## src/logic/range_tc_pkg.sv

```systemverilog
package range_tc_pkg;
    localparam logic [5:0] addr_range = 6'h01;
    localparam logic [5:0] addr_tc_one = 6'h02;
    localparam logic [5:0] addr_tc_two = 6'h03;
    localparam logic [5:0] addr_last = 6'h3F;
    localparam logic [7:0] range_reset = 8'h07;
    localparam logic [7:0] tc_one_reset = 8'h90;
    localparam logic [7:0] tc_two_reset = 8'hA0;
    localparam int upper_disable_bit = 7;
    localparam int upper_sel_lo = 4;
    localparam int lower_sel_lo = 0;
    localparam int cap_one_lo = 6;
    localparam int res_one_lo = 0;
    localparam logic [4:0] frame_bits = 5'h10;

    typedef struct packed {
        logic upper_drive_disable;
        logic [2:0] upper_range_select;
        logic [2:0] lower_range_select;
        logic [1:0] first_time_constant_cap;
        logic [4:0] first_time_constant_res;
        logic [7:0] time_constant_two;
    } analog_cfg_t;
endpackage : range_tc_pkg

```

## src/logic/sensor_range_timeconst_regs.sv

```systemverilog
`timescale 1ns/10ps
module sensor_range_timeconst_regs
    import range_tc_pkg::*;
(
    input wire logic clk, // system clock
    input wire logic resetn, // synchronous reset, active low
    input wire logic csn, // spi chip select, active low
    input wire logic sclk, // spi clock, sampled
    input wire logic mosi, // spi data in
    output logic miso, // spi data out, registered
    output logic miso_oe_n, // low while miso is driven
    output analog_cfg_t cfg // analog control codes
);
    logic [7:0] range_r, range_nxt;
    logic [7:0] tc1_r, tc1_nxt;
    logic [7:0] tc2_r, tc2_nxt;
    logic sclk_d_r, sclk_d_nxt;
    logic [4:0] cnt_r, cnt_nxt;
    logic [7:0] sh_r, sh_nxt;
    logic [5:0] addr_r, addr_nxt;
    logic rd_r, rd_nxt;
    logic miso_r, miso_nxt;
    logic rise, fall;
    logic [7:0] rd_word; // stored value of the register being read
    logic [7:0] wr_byte; // byte completed by the current rising edge
    logic [4:0] fall_cnt_r, fall_cnt_nxt; // falls seen in this frame, for checking only

    function automatic logic [7:0] read_reg(input logic [5:0] a, input logic [7:0] r0,
                                            input logic [7:0] r1, input logic [7:0] r2);
        unique case (a)
            addr_range: read_reg = r0;
            addr_tc_one: read_reg = r1;
            addr_tc_two: read_reg = r2;
            default: read_reg = 8'h00;
        endcase
    endfunction : read_reg

    assign rise = sclk & ~sclk_d_r;
    assign fall = ~sclk & sclk_d_r;
    // read data is taken from the live register, so a read always sees the latest write
    assign rd_word = read_reg(addr_r, range_r, tc1_r, tc2_r);
    assign wr_byte = {sh_r[6:0], mosi};

    // frame: bit0 r/w (1=read), 7 address bits (top bit dropped), then data bytes
    always_comb begin
        range_nxt = range_r;
        tc1_nxt = tc1_r;
        tc2_nxt = tc2_r;
        sclk_d_nxt = sclk;
        cnt_nxt = cnt_r;
        sh_nxt = sh_r;
        addr_nxt = addr_r;
        rd_nxt = rd_r;
        miso_nxt = miso_r;
        fall_cnt_nxt = fall_cnt_r;
        if (!csn && fall && fall_cnt_r != 5'h1F) begin
            fall_cnt_nxt = fall_cnt_r + 5'h01;
        end
        if (csn) begin
            fall_cnt_nxt = 5'h00;
            cnt_nxt = 5'h00;
            miso_nxt = 1'b0;
        end else if (rise) begin
            sh_nxt = {sh_r[6:0], mosi};
            if (cnt_r == 5'h07) begin
                rd_nxt = sh_r[6];
                addr_nxt = {sh_r[4:0], mosi};
            end
            // write lands only on the 16th pulse or later byte ends
            if (cnt_r == frame_bits - 5'h01 && !rd_r) begin
                unique case (addr_r)
                    addr_range: range_nxt = wr_byte;
                    addr_tc_one: tc1_nxt = wr_byte;
                    addr_tc_two: tc2_nxt = wr_byte;
                    default: ;
                endcase
            end
            if (cnt_r == frame_bits - 5'h01) begin
                cnt_nxt = 5'h08;
                // extended transfer steps address, capped at the top
                if (addr_r != addr_last) begin
                    addr_nxt = addr_r + 6'h01;
                end
            end else begin
                cnt_nxt = cnt_r + 5'h01;
            end
        end else if (fall && cnt_r >= 5'h08 && rd_r) begin
            // msb first: count 8 gives bit 7, count 15 gives bit 0
            miso_nxt = rd_word[3'(5'h0F - cnt_r)];
        end
    end

    always_ff @(posedge clk) begin
        if (!resetn) begin
            range_r <= range_reset;
            tc1_r <= tc1_reset_val();
            tc2_r <= tc_two_reset;
            sclk_d_r <= 1'b0;
            cnt_r <= 5'h00;
            sh_r <= 8'h00;
            addr_r <= 6'h00;
            rd_r <= 1'b0;
            miso_r <= 1'b0;
            fall_cnt_r <= 5'h00;
        end else begin
            range_r <= range_nxt;
            tc1_r <= tc1_nxt;
            tc2_r <= tc2_nxt;
            sclk_d_r <= sclk_d_nxt;
            cnt_r <= cnt_nxt;
            sh_r <= sh_nxt;
            addr_r <= addr_nxt;
            rd_r <= rd_nxt;
            miso_r <= miso_nxt;
            fall_cnt_r <= fall_cnt_nxt;
        end
    end

    function automatic logic [7:0] tc1_reset_val();
        tc1_reset_val = tc_one_reset;
    endfunction : tc1_reset_val

    assign miso = miso_r;
    assign miso_oe_n = csn;
    // lower/upper ordering is not checked here; misprogramming is the host's problem
    assign cfg.upper_drive_disable = range_r[upper_disable_bit];
    assign cfg.upper_range_select = range_r[upper_sel_lo +: 3];
    assign cfg.lower_range_select = range_r[lower_sel_lo +: 3];
    assign cfg.first_time_constant_cap = tc1_r[cap_one_lo +: 2];
    assign cfg.first_time_constant_res = tc1_r[res_one_lo +: 5];
    assign cfg.time_constant_two = tc2_r;

    reset_range_a: assert property (@(posedge clk) !resetn |=> range_r == 8'h07 && tc1_r == 8'h90)
        else $error("bad reset value");
    reset_fields_a: assert property (@(posedge clk) !resetn |=>
        cfg.lower_range_select == 3'h7 && cfg.upper_range_select == 3'h0)
        else $error("bad range field reset");
    reset_cap_a: assert property (@(posedge clk) !resetn |=>
        cfg.first_time_constant_cap == 2'h2 && cfg.first_time_constant_res == 5'h10)
        else $error("bad tc field reset");
    reset_tc2_a: assert property (@(posedge clk) !resetn |=> tc2_r == 8'hA0)
        else $error("bad tc2 reset");
    short_write_a: assert property (@(posedge clk) disable iff (!resetn)
        (csn || cnt_r < 5'h0F || !rise) |=> $stable(range_r) || $past(cnt_r) == 5'h0F)
        else $error("register changed before 16th pulse");
    disable_map_a: assert property (@(posedge clk) disable iff (!resetn)
        cfg.upper_drive_disable == range_r[7]) else $error("disable bit miswired");
    upper_map_a: assert property (@(posedge clk) disable iff (!resetn)
        cfg.upper_range_select == range_r[6:4]) else $error("upper select miswired");
    cap_map_a: assert property (@(posedge clk) disable iff (!resetn)
        cfg.first_time_constant_cap == tc1_r[7:6]) else $error("cap miswired");
    idle_quiet_a: assert property (@(posedge clk) disable iff (!resetn)
        csn |=> !miso) else $error("miso active while deselected");

    // the checks below tie the field outputs and the write path to the stored bytes;
    // a miswired field or a write landing early would otherwise only show up in the
    // analog front end, long after the frame that caused it
    lower_map_a: assert property (@(posedge clk) disable iff (!resetn)
        cfg.lower_range_select == range_r[2:0]) else $error("lower select miswired");
    res_map_a: assert property (@(posedge clk) disable iff (!resetn)
        cfg.first_time_constant_res == tc1_r[4:0]) else $error("res miswired");
    tc2_map_a: assert property (@(posedge clk) disable iff (!resetn)
        cfg.time_constant_two == tc2_r) else $error("tc2 miswired");
    oe_follow_a: assert property (@(posedge clk) disable iff (!resetn)
        miso_oe_n == csn) else $error("miso enable not following select");

    // a completed write frame must leave exactly the shifted byte in the addressed register
    range_write_a: assert property (@(posedge clk) disable iff (!resetn)
        (!csn && rise && cnt_r == 5'h0F && !rd_r && addr_r == addr_range) |=>
        range_r == $past(wr_byte)) else $error("range write lost");
    tc1_write_a: assert property (@(posedge clk) disable iff (!resetn)
        (!csn && rise && cnt_r == 5'h0F && !rd_r && addr_r == addr_tc_one) |=>
        tc1_r == $past(wr_byte)) else $error("tc1 write lost");
    tc2_write_a: assert property (@(posedge clk) disable iff (!resetn)
        (!csn && rise && cnt_r == 5'h0F && !rd_r && addr_r == addr_tc_two) |=>
        tc2_r == $past(wr_byte)) else $error("tc2 write lost");

    // a read frame must never disturb the stored values
    read_keeps_a: assert property (@(posedge clk) disable iff (!resetn)
        (!csn && rd_r) |=> $stable(range_r) && $stable(tc1_r) && $stable(tc2_r))
        else $error("read frame altered a register");

    // deselect aborts a frame: the bit count restarts so a short frame cannot
    // be completed by pulses of the next one
    frame_abort_a: assert property (@(posedge clk) disable iff (!resetn)
        csn |=> cnt_r == 5'h00) else $error("bit count kept across frames");
    count_bound_a: assert property (@(posedge clk) disable iff (!resetn)
        cnt_r <= 5'h0F) else $error("bit count out of range");

    // during the data byte of a read, the line carries the stored bit for this count;
    // the registered output lags the detected fall by one clock
    read_bit_a: assert property (@(posedge clk) disable iff (!resetn)
        (!csn && fall && rd_r && cnt_r >= 5'h08) |=>
        miso == $past(rd_word[3'(5'h0F - cnt_r)])) else $error("read bit wrong");

    // until the first falling edge of a frame, with no bit counted yet, miso must stay low
    early_quiet_a: assert property (@(posedge clk) disable iff (!resetn)
        (!csn && fall_cnt_r == 5'h00 && cnt_r == 5'h00) |=> !miso)
        else $error("miso driven before command done");
endmodule : sensor_range_timeconst_regs

```

## config.mk

```make
export PLATFORM = sky130hd
export DESIGN_NAME = sensor_range_timeconst_regs
export DESIGN_NICKNAME = d
export VERILOG_FILES = /design/src/logic/range_tc_pkg.sv /design/src/logic/sensor_range_timeconst_regs.sv
export SDC_FILE = /design/constraint.sdc
export NUM_CORES = 1
export LEC_CHECK = 0
export BUFFER_PORTS_ARGS = -buffer_cell sky130_fd_sc_hd__buf_2
export CELL_PAD_IN_SITES_DETAIL_PLACEMENT = 1
export CELL_PAD_IN_SITES_GLOBAL_PLACEMENT = 2
export CORE_UTILIZATION = 31
export DETAILED_ROUTE_END_ITERATION = 10
export PLACE_DENSITY = 0.86
export SLEW_MARGIN = 20
export SYNTH_ARGS = -nofsm -noshare
export SYNTH_HDL_FRONTEND = slang
export SYNTH_SLANG_ARGS = --single-unit
```

## constraint.sdc

```tcl
create_clock -name clk -period 1.9 [get_ports clk]
set_clock_uncertainty 0.15 [all_clocks]
set_input_delay 0.285 -clock clk [delete_from_list [all_inputs] [get_ports clk]]
set_output_delay 0.285 -clock clk [all_outputs]
set_load 0.05 [all_outputs]
```

==> Word-level counts from Yosys, hierarchy flattened <==
Index checks and enable logic that the tools add are counted.
{ "word_totals": {"mem_bits_rw": 0, "latchBits": 0, "wordCells": 45, "input_bits": 5, "reg_bits": 45, "mem_count": 0, "romBits": 0, "out_inout_bits": 24} }
{ "classes": {"n_bitwise": 7, "shifts": 0, "n_reduce_logical": 11, "n_eq_ne": 6, "n_div": 0, "add_sub_neg": 3, "n_lt_le_gt_ge": 2, "mux": 7, "multipliers": 0} }
{ "op_table": {"columns": ["op", "n"], "rows": [
  ["case mux 8 bit (3 select lines)", 1],
  ["2-to-1 mux 6 bit", 3],
  ["== test 6 x 2 -> 1 bit (second input constant)", 2],
  ["AND reduction 4 bit", 3],
  ["adder 6 x 1 -> 6 bit (second input constant)", 1],
  ["== test 6 x 1 -> 1 bit (second input constant)", 1],
  ["!= test 6 bit (second input constant)", 1],
  ["adder 5 x 1 -> 5 bit (second input constant)", 1],
  ["== test 5 x 3 -> 1 bit (second input constant)", 1],
  ["== test 5 x 4 -> 1 bit (second input constant)", 1],
  ["greater-or-equal comparator 5 x 4 -> 1 bit (second input constant)", 1],
  ["2-to-1 mux 5 bit", 1],
  ["inverter 1 bit", 5],
  ["< comparator 3 x 4 -> 1 bit (second input constant)", 1],
  ["AND reduction 2 bit", 2],
  ["binary-select mux 1 bit (select 3 bit)", 1],
  ["logical AND 1 bit", 3],
  ["AND reduction 3 bit", 1],
  ["subtractor 3 bit (first input constant)", 1],
  ["bitwise AND 1 bit", 2],
  ["OR reduction 2 bit", 1],
  ["zero test 1 bit", 1],
  ["2-to-1 mux 1 bit", 1]
]} }

==> Depth between registers and ports, before layout <==
{ "depth": {"word_depth": 5, "depth_mapped": 8, "mapped_depth_nobuf": 7} }

==> Worst setup path after synthesis <==
No wires, ideal clock.
{ "synth_timing": {"kind": "reg2reg", "from": "reg cnt_r[1]", "to": "reg tc1_r[7]", "n_path_buf": 0, "setup_ps": 128, "setup_slack_ps": -92, "required_ps": 1622, "stages_incl_launch_ff": 7, "period_less_slack_ps": 1992, "arrival_time_ps": 1714, "path_cell_list": "dfxtp_1 -> ha_1 -> nand4b_1 -> nor4_4 -> nand2_2 -> mux2i_1 -> nand2_1"} }
{ "synth_between": {"elab_chain_cells": 3} }
{ "synth_lines": {"columns": ["element", "line", "source"], "rows": [
  ["start: declaration", "sensor_range_timeconst_regs.sv:18", "logic [4:0] cnt_r, cnt_nxt;"],
  ["start signal: assignment", "sensor_range_timeconst_regs.sv:110", "cnt_r <= cnt_nxt;"],
  ["== test 5 x 4 -> 1 bit", "sensor_range_timeconst_regs.sv:70", "if (cnt_r == frame_bits - 5'h01 && !rd_r) begin"],
  ["logical AND 1 bit", "sensor_range_timeconst_regs.sv:70", null],
  ["AND reduction 4 bit (no line)", null, null],
  ["end signal: assignment", "sensor_range_timeconst_regs.sv:96", "tc1_r <= tc1_reset_val();"],
  ["end signal: assignment", "sensor_range_timeconst_regs.sv:107", "tc1_r <= tc1_nxt;"],
  ["end: declaration", "sensor_range_timeconst_regs.sv:15", "logic [7:0] tc1_r, tc1_nxt;"]
]} }
Every way passes these cells.
A chain may end at the register's enable or synchronous reset.

==> Worst setup path after layout <==
{ "layout_timing": {"from": "reg addr_r[1]", "to": "reg miso_r (netlist: miso)"} }
{ "layout_between": {"elab_chain_cells": 4} }
{ "layout_lines": {"columns": ["element", "line", "source"], "rows": [
  ["start: declaration", "sensor_range_timeconst_regs.sv:20", "logic [5:0] addr_r, addr_nxt;"],
  ["start signal: assignment", "sensor_range_timeconst_regs.sv:112", "addr_r <= addr_nxt;"],
  ["== test 6 x 2 -> 1 bit / == test 6 x 1 -> 1 bit (equally long branches)", "sensor_range_timeconst_regs.sv:30", "unique case (a)"],
  ["case mux 8 bit (3 select lines) (*)", "sensor_range_timeconst_regs.sv:30", null],
  ["binary-select mux 1 bit (select 3 bit) (*)", "sensor_range_timeconst_regs.sv:89", "miso_nxt = rd_word[3'(5'h0F - cnt_r)];"],
  ["2-to-1 mux 1 bit (not written as such) (*)", "sensor_range_timeconst_regs.sv:89", null],
  ["end signal: assignment", "sensor_range_timeconst_regs.sv:114", "miso_r <= miso_nxt;"],
  ["end: declaration", "sensor_range_timeconst_regs.sv:22", "logic miso_r, miso_nxt;"]
]} }
Every way passes the cells marked *; elsewhere a longest branch is shown, timed or not. The select of a mux whose other input is x is not followed.

==> out/qor.csv <==
metric;value;unit
maximum clock frequency;520;MHz
reg2reg end;miso;
final setup margin;-0.0224;ns
post-synthesis cell area;2260;um^2
flop2flop setup slack;-0.02;ns
Top Metal Used;met4;
fin area;2870;um^2
post-layout min period;1.92;ns
Final Max Slew Viols;0;
CP Launch Type;register;
global placer's final weighted congestion;0.849;
worst hold path stage count;3;
Fillers;864;
dpl cells;399;
flops & latches, synth;45;
total wire length;7020;um
clk sinks;45;
CTS tree;built;
Hold EP;tc2_r[0];
Cell Rows;30;
Mean Syn Cell Area;8.41;um^2
HP Start;mosi;
Die Y;87.4;um
VDD IR-drop max;0.253;mV
CTS Root Cell;clkbuf_8;
met3 WL;215;um
WP data arrival;1.98;ns
max-cap viol count;0;
chip width;87.4;um
Port Buffers;28;
wire per inst;17.1;um
crit share post-route;101;%
CTS buffer count;5;
DR DRC count;0;
core area;6910;um^2
vias in the first global route;2201;
Final nets;323;
Fin. Hold Viols;0;
Final Power;1.76;mW
Min Hold Slack;0.143;ns
DRT Pass-1 Iters;4;
Non-Filler Instances;410;
global-route wire length before repair;11200;um
pre-CTS setup slack;-0.126;ns
Met1 Wirelength;3180;um
IO Pins;29;
dpl hpwl;5090;um
Worst Path Required;1.96;ns
met2 wire length;3450;um
Starting Density;32.8;%
Die Area;7640;um^2
# setup viols final;1;
Area Growth Syn to Fin;27.0;%
Clock Path Buffers;2;
vias per cell;5.17;
leakage power;1.18;nW
placed inst area;2630;um^2
Setup CP Type;register to register;
failing checks;negative setup slack;
pwr/cell area;612;nW/um^2
sequential area share after synthesis;39.8;%
Vias;2119;
Slew @ Worst Pin;0.403;ns
worst r2r path cells;8;
gr usage total;19.3;%
HP Class;primary input to register;
Post-CTS Hold Fix Bufs;0;
Max FO, Critical Path;9;
total grt overflow;0;
initial antenna violation count;0;
clk_lat worst skew;0.30;ns
layout cell share with drive strength beyond 1;31.5;%
Syn. warnings;0;
Netlist cell types;44;
status;finished, violations left;
Critical Path Sink Type;register;
RSZ-0062 raised after global routing;true;
diode count;0;
post-route ant nets;0;
Clk pin slew, worst setup/hold paths;0.09;ns
syn nets;278;
Cells after Synth;269;
reg-to-reg critical path startpoint;addr_r[1];
DR iter-0 viols;92;
max_slew headroom;72.8;%
Post-Route Setup TNS;-0.0224;ns
H-tree depth;2;
post-layout util;41.6;%
largest net degree at the start of global routing;35;
-- cells by family after synthesis --
kind of cell    share of synthesized area [%]
mux                                      6.64
xor+xnor                                0.387
fa+ha+maj                                2.21
simple gates                             25.4
compound gates                           17.1
flops                                    39.8
buf+inv                                  8.35
-- registers in the layout, summed over array words and instances (netlist names), 5 cells and up --
signal / flops
range_r: 8
tc1_r: 8
tc2_r: 8
sh_r: 7
addr_r: 6
cnt_r: 5
-- worst max-delay path by stage --
| stage | endpoint | slack [ns] | start |
|---|---|---|---|
| detailed placement | tc2_r[1] | -0.13 | csn |
| finish | miso | -0.02 | addr_r[1] |
| floorplan | tc1_r[7] | -0.02 | addr_r[5] |
| global placement | tc2_r[6] | -0.12 | csn |
| global route | miso | -0.10 | addr_r[1] |
| CTS | miso | -0.03 | addr_r[4] |
-- area by class of cell --
type / count / area, um^2 / share of cell area (%)
multi-input combinational: 190 / 1280 / 44.6
sequential: 45 / 910 / 31.7
timing repair buffer: 65 / 433 / 15.1
tap: 96 / 120 / 4.18
clock buffer: 5 / 68.8 / 2.40
clock inverter: 2 / 35.0 / 1.22
inverter: 7 / 26.3 / 0.915
-- repair_timing --
action	CTS	global route
setup buffers	2	2
gates resized for setup	15	12
setup endpoints to repair	25	28
pin swaps	7	6
-- power breakdown --
part,internal (mW),switching [mW],total [mW]
sequential,0.946,0.00404,0.950
clock,0.383,0.339,0.722
combinational,0.0330,0.0539,0.0869
-- synth_stat cells (all sizes together) --
cell	count	area, um^2
and2	2	12.5
nor4	2	27.5
a41oi	2	17.5
inv	7	26.3
buf	18	129
nand2	54	208
a31oi	1	6.26
xor2	1	8.76
ha	4	50.1
a2111oi	1	15.0
o311ai	1	8.76
o211a	1	10.0
a211oi	1	7.51
o21bai	1	7.51
mux2i	15	150
o221ai	1	8.76
a222oi	6	60.1
a211o	1	8.76
o32ai	1	8.76
nand4b	1	8.76
a21oi	9	45.0
nand4	2	12.5
dfxtp	45	901
or4	1	11.3
nor4bb	1	10.0
nor2b	16	100
a22oi	3	22.5
or3b	1	8.76
nor3b	1	7.51
o21ai	10	50.1
nor3	4	20.0
nand3	15	75.1
nor2	13	48.8
o21ba	1	10.0
a221oi	3	26.3
nand2b	2	12.5
clkbuf	9	33.8
a21boi	10	75.1
and3	2	12.5
-- per-layer routing --
layer	GRT usage [%]	vias to the layer above
met2	33.0	41
met1	24.9	1041
met5	0	-
met3	2.46	13
li1	-	1024
met4	6.71	0
-- layout by cell type, fill, tap and decap left out, drive strengths merged, types with 2 or more instances in the layout --
cell / Yosys / layout
nand4: 2 / 2
buf: 18 / 65
inv: 7 / 7
dfxtp: 45 / 45
a221oi: 3 / 3
nor4: 2 / 2
nand2b: 2 / 2
nand2: 54 / 54
o21ai: 10 / 10
a22oi: 3 / 3
ha: 4 / 4
a222oi: 6 / 6
nor2b: 16 / 16
and3: 2 / 2
mux2i: 15 / 15
a21boi: 10 / 10
nand3: 15 / 15
a21oi: 9 / 9
nor2: 13 / 13
clkbuf: 9 / 5
a41oi: 2 / 2
and2: 2 / 2
nor3: 4 / 4
-- worst max-delay path, cell delays in order, from the launching register on --
cell	delay [ns]
dfxtp_2	0.34
inv_1	0.17
ha_4	0.23
buf_4	0.13
nand2_1	0.05
a31oi_1	0.18
nand2_1	0.07
and3_1	0.18
a2111oi_2	0.34
(Power assumes the default switching activity.)
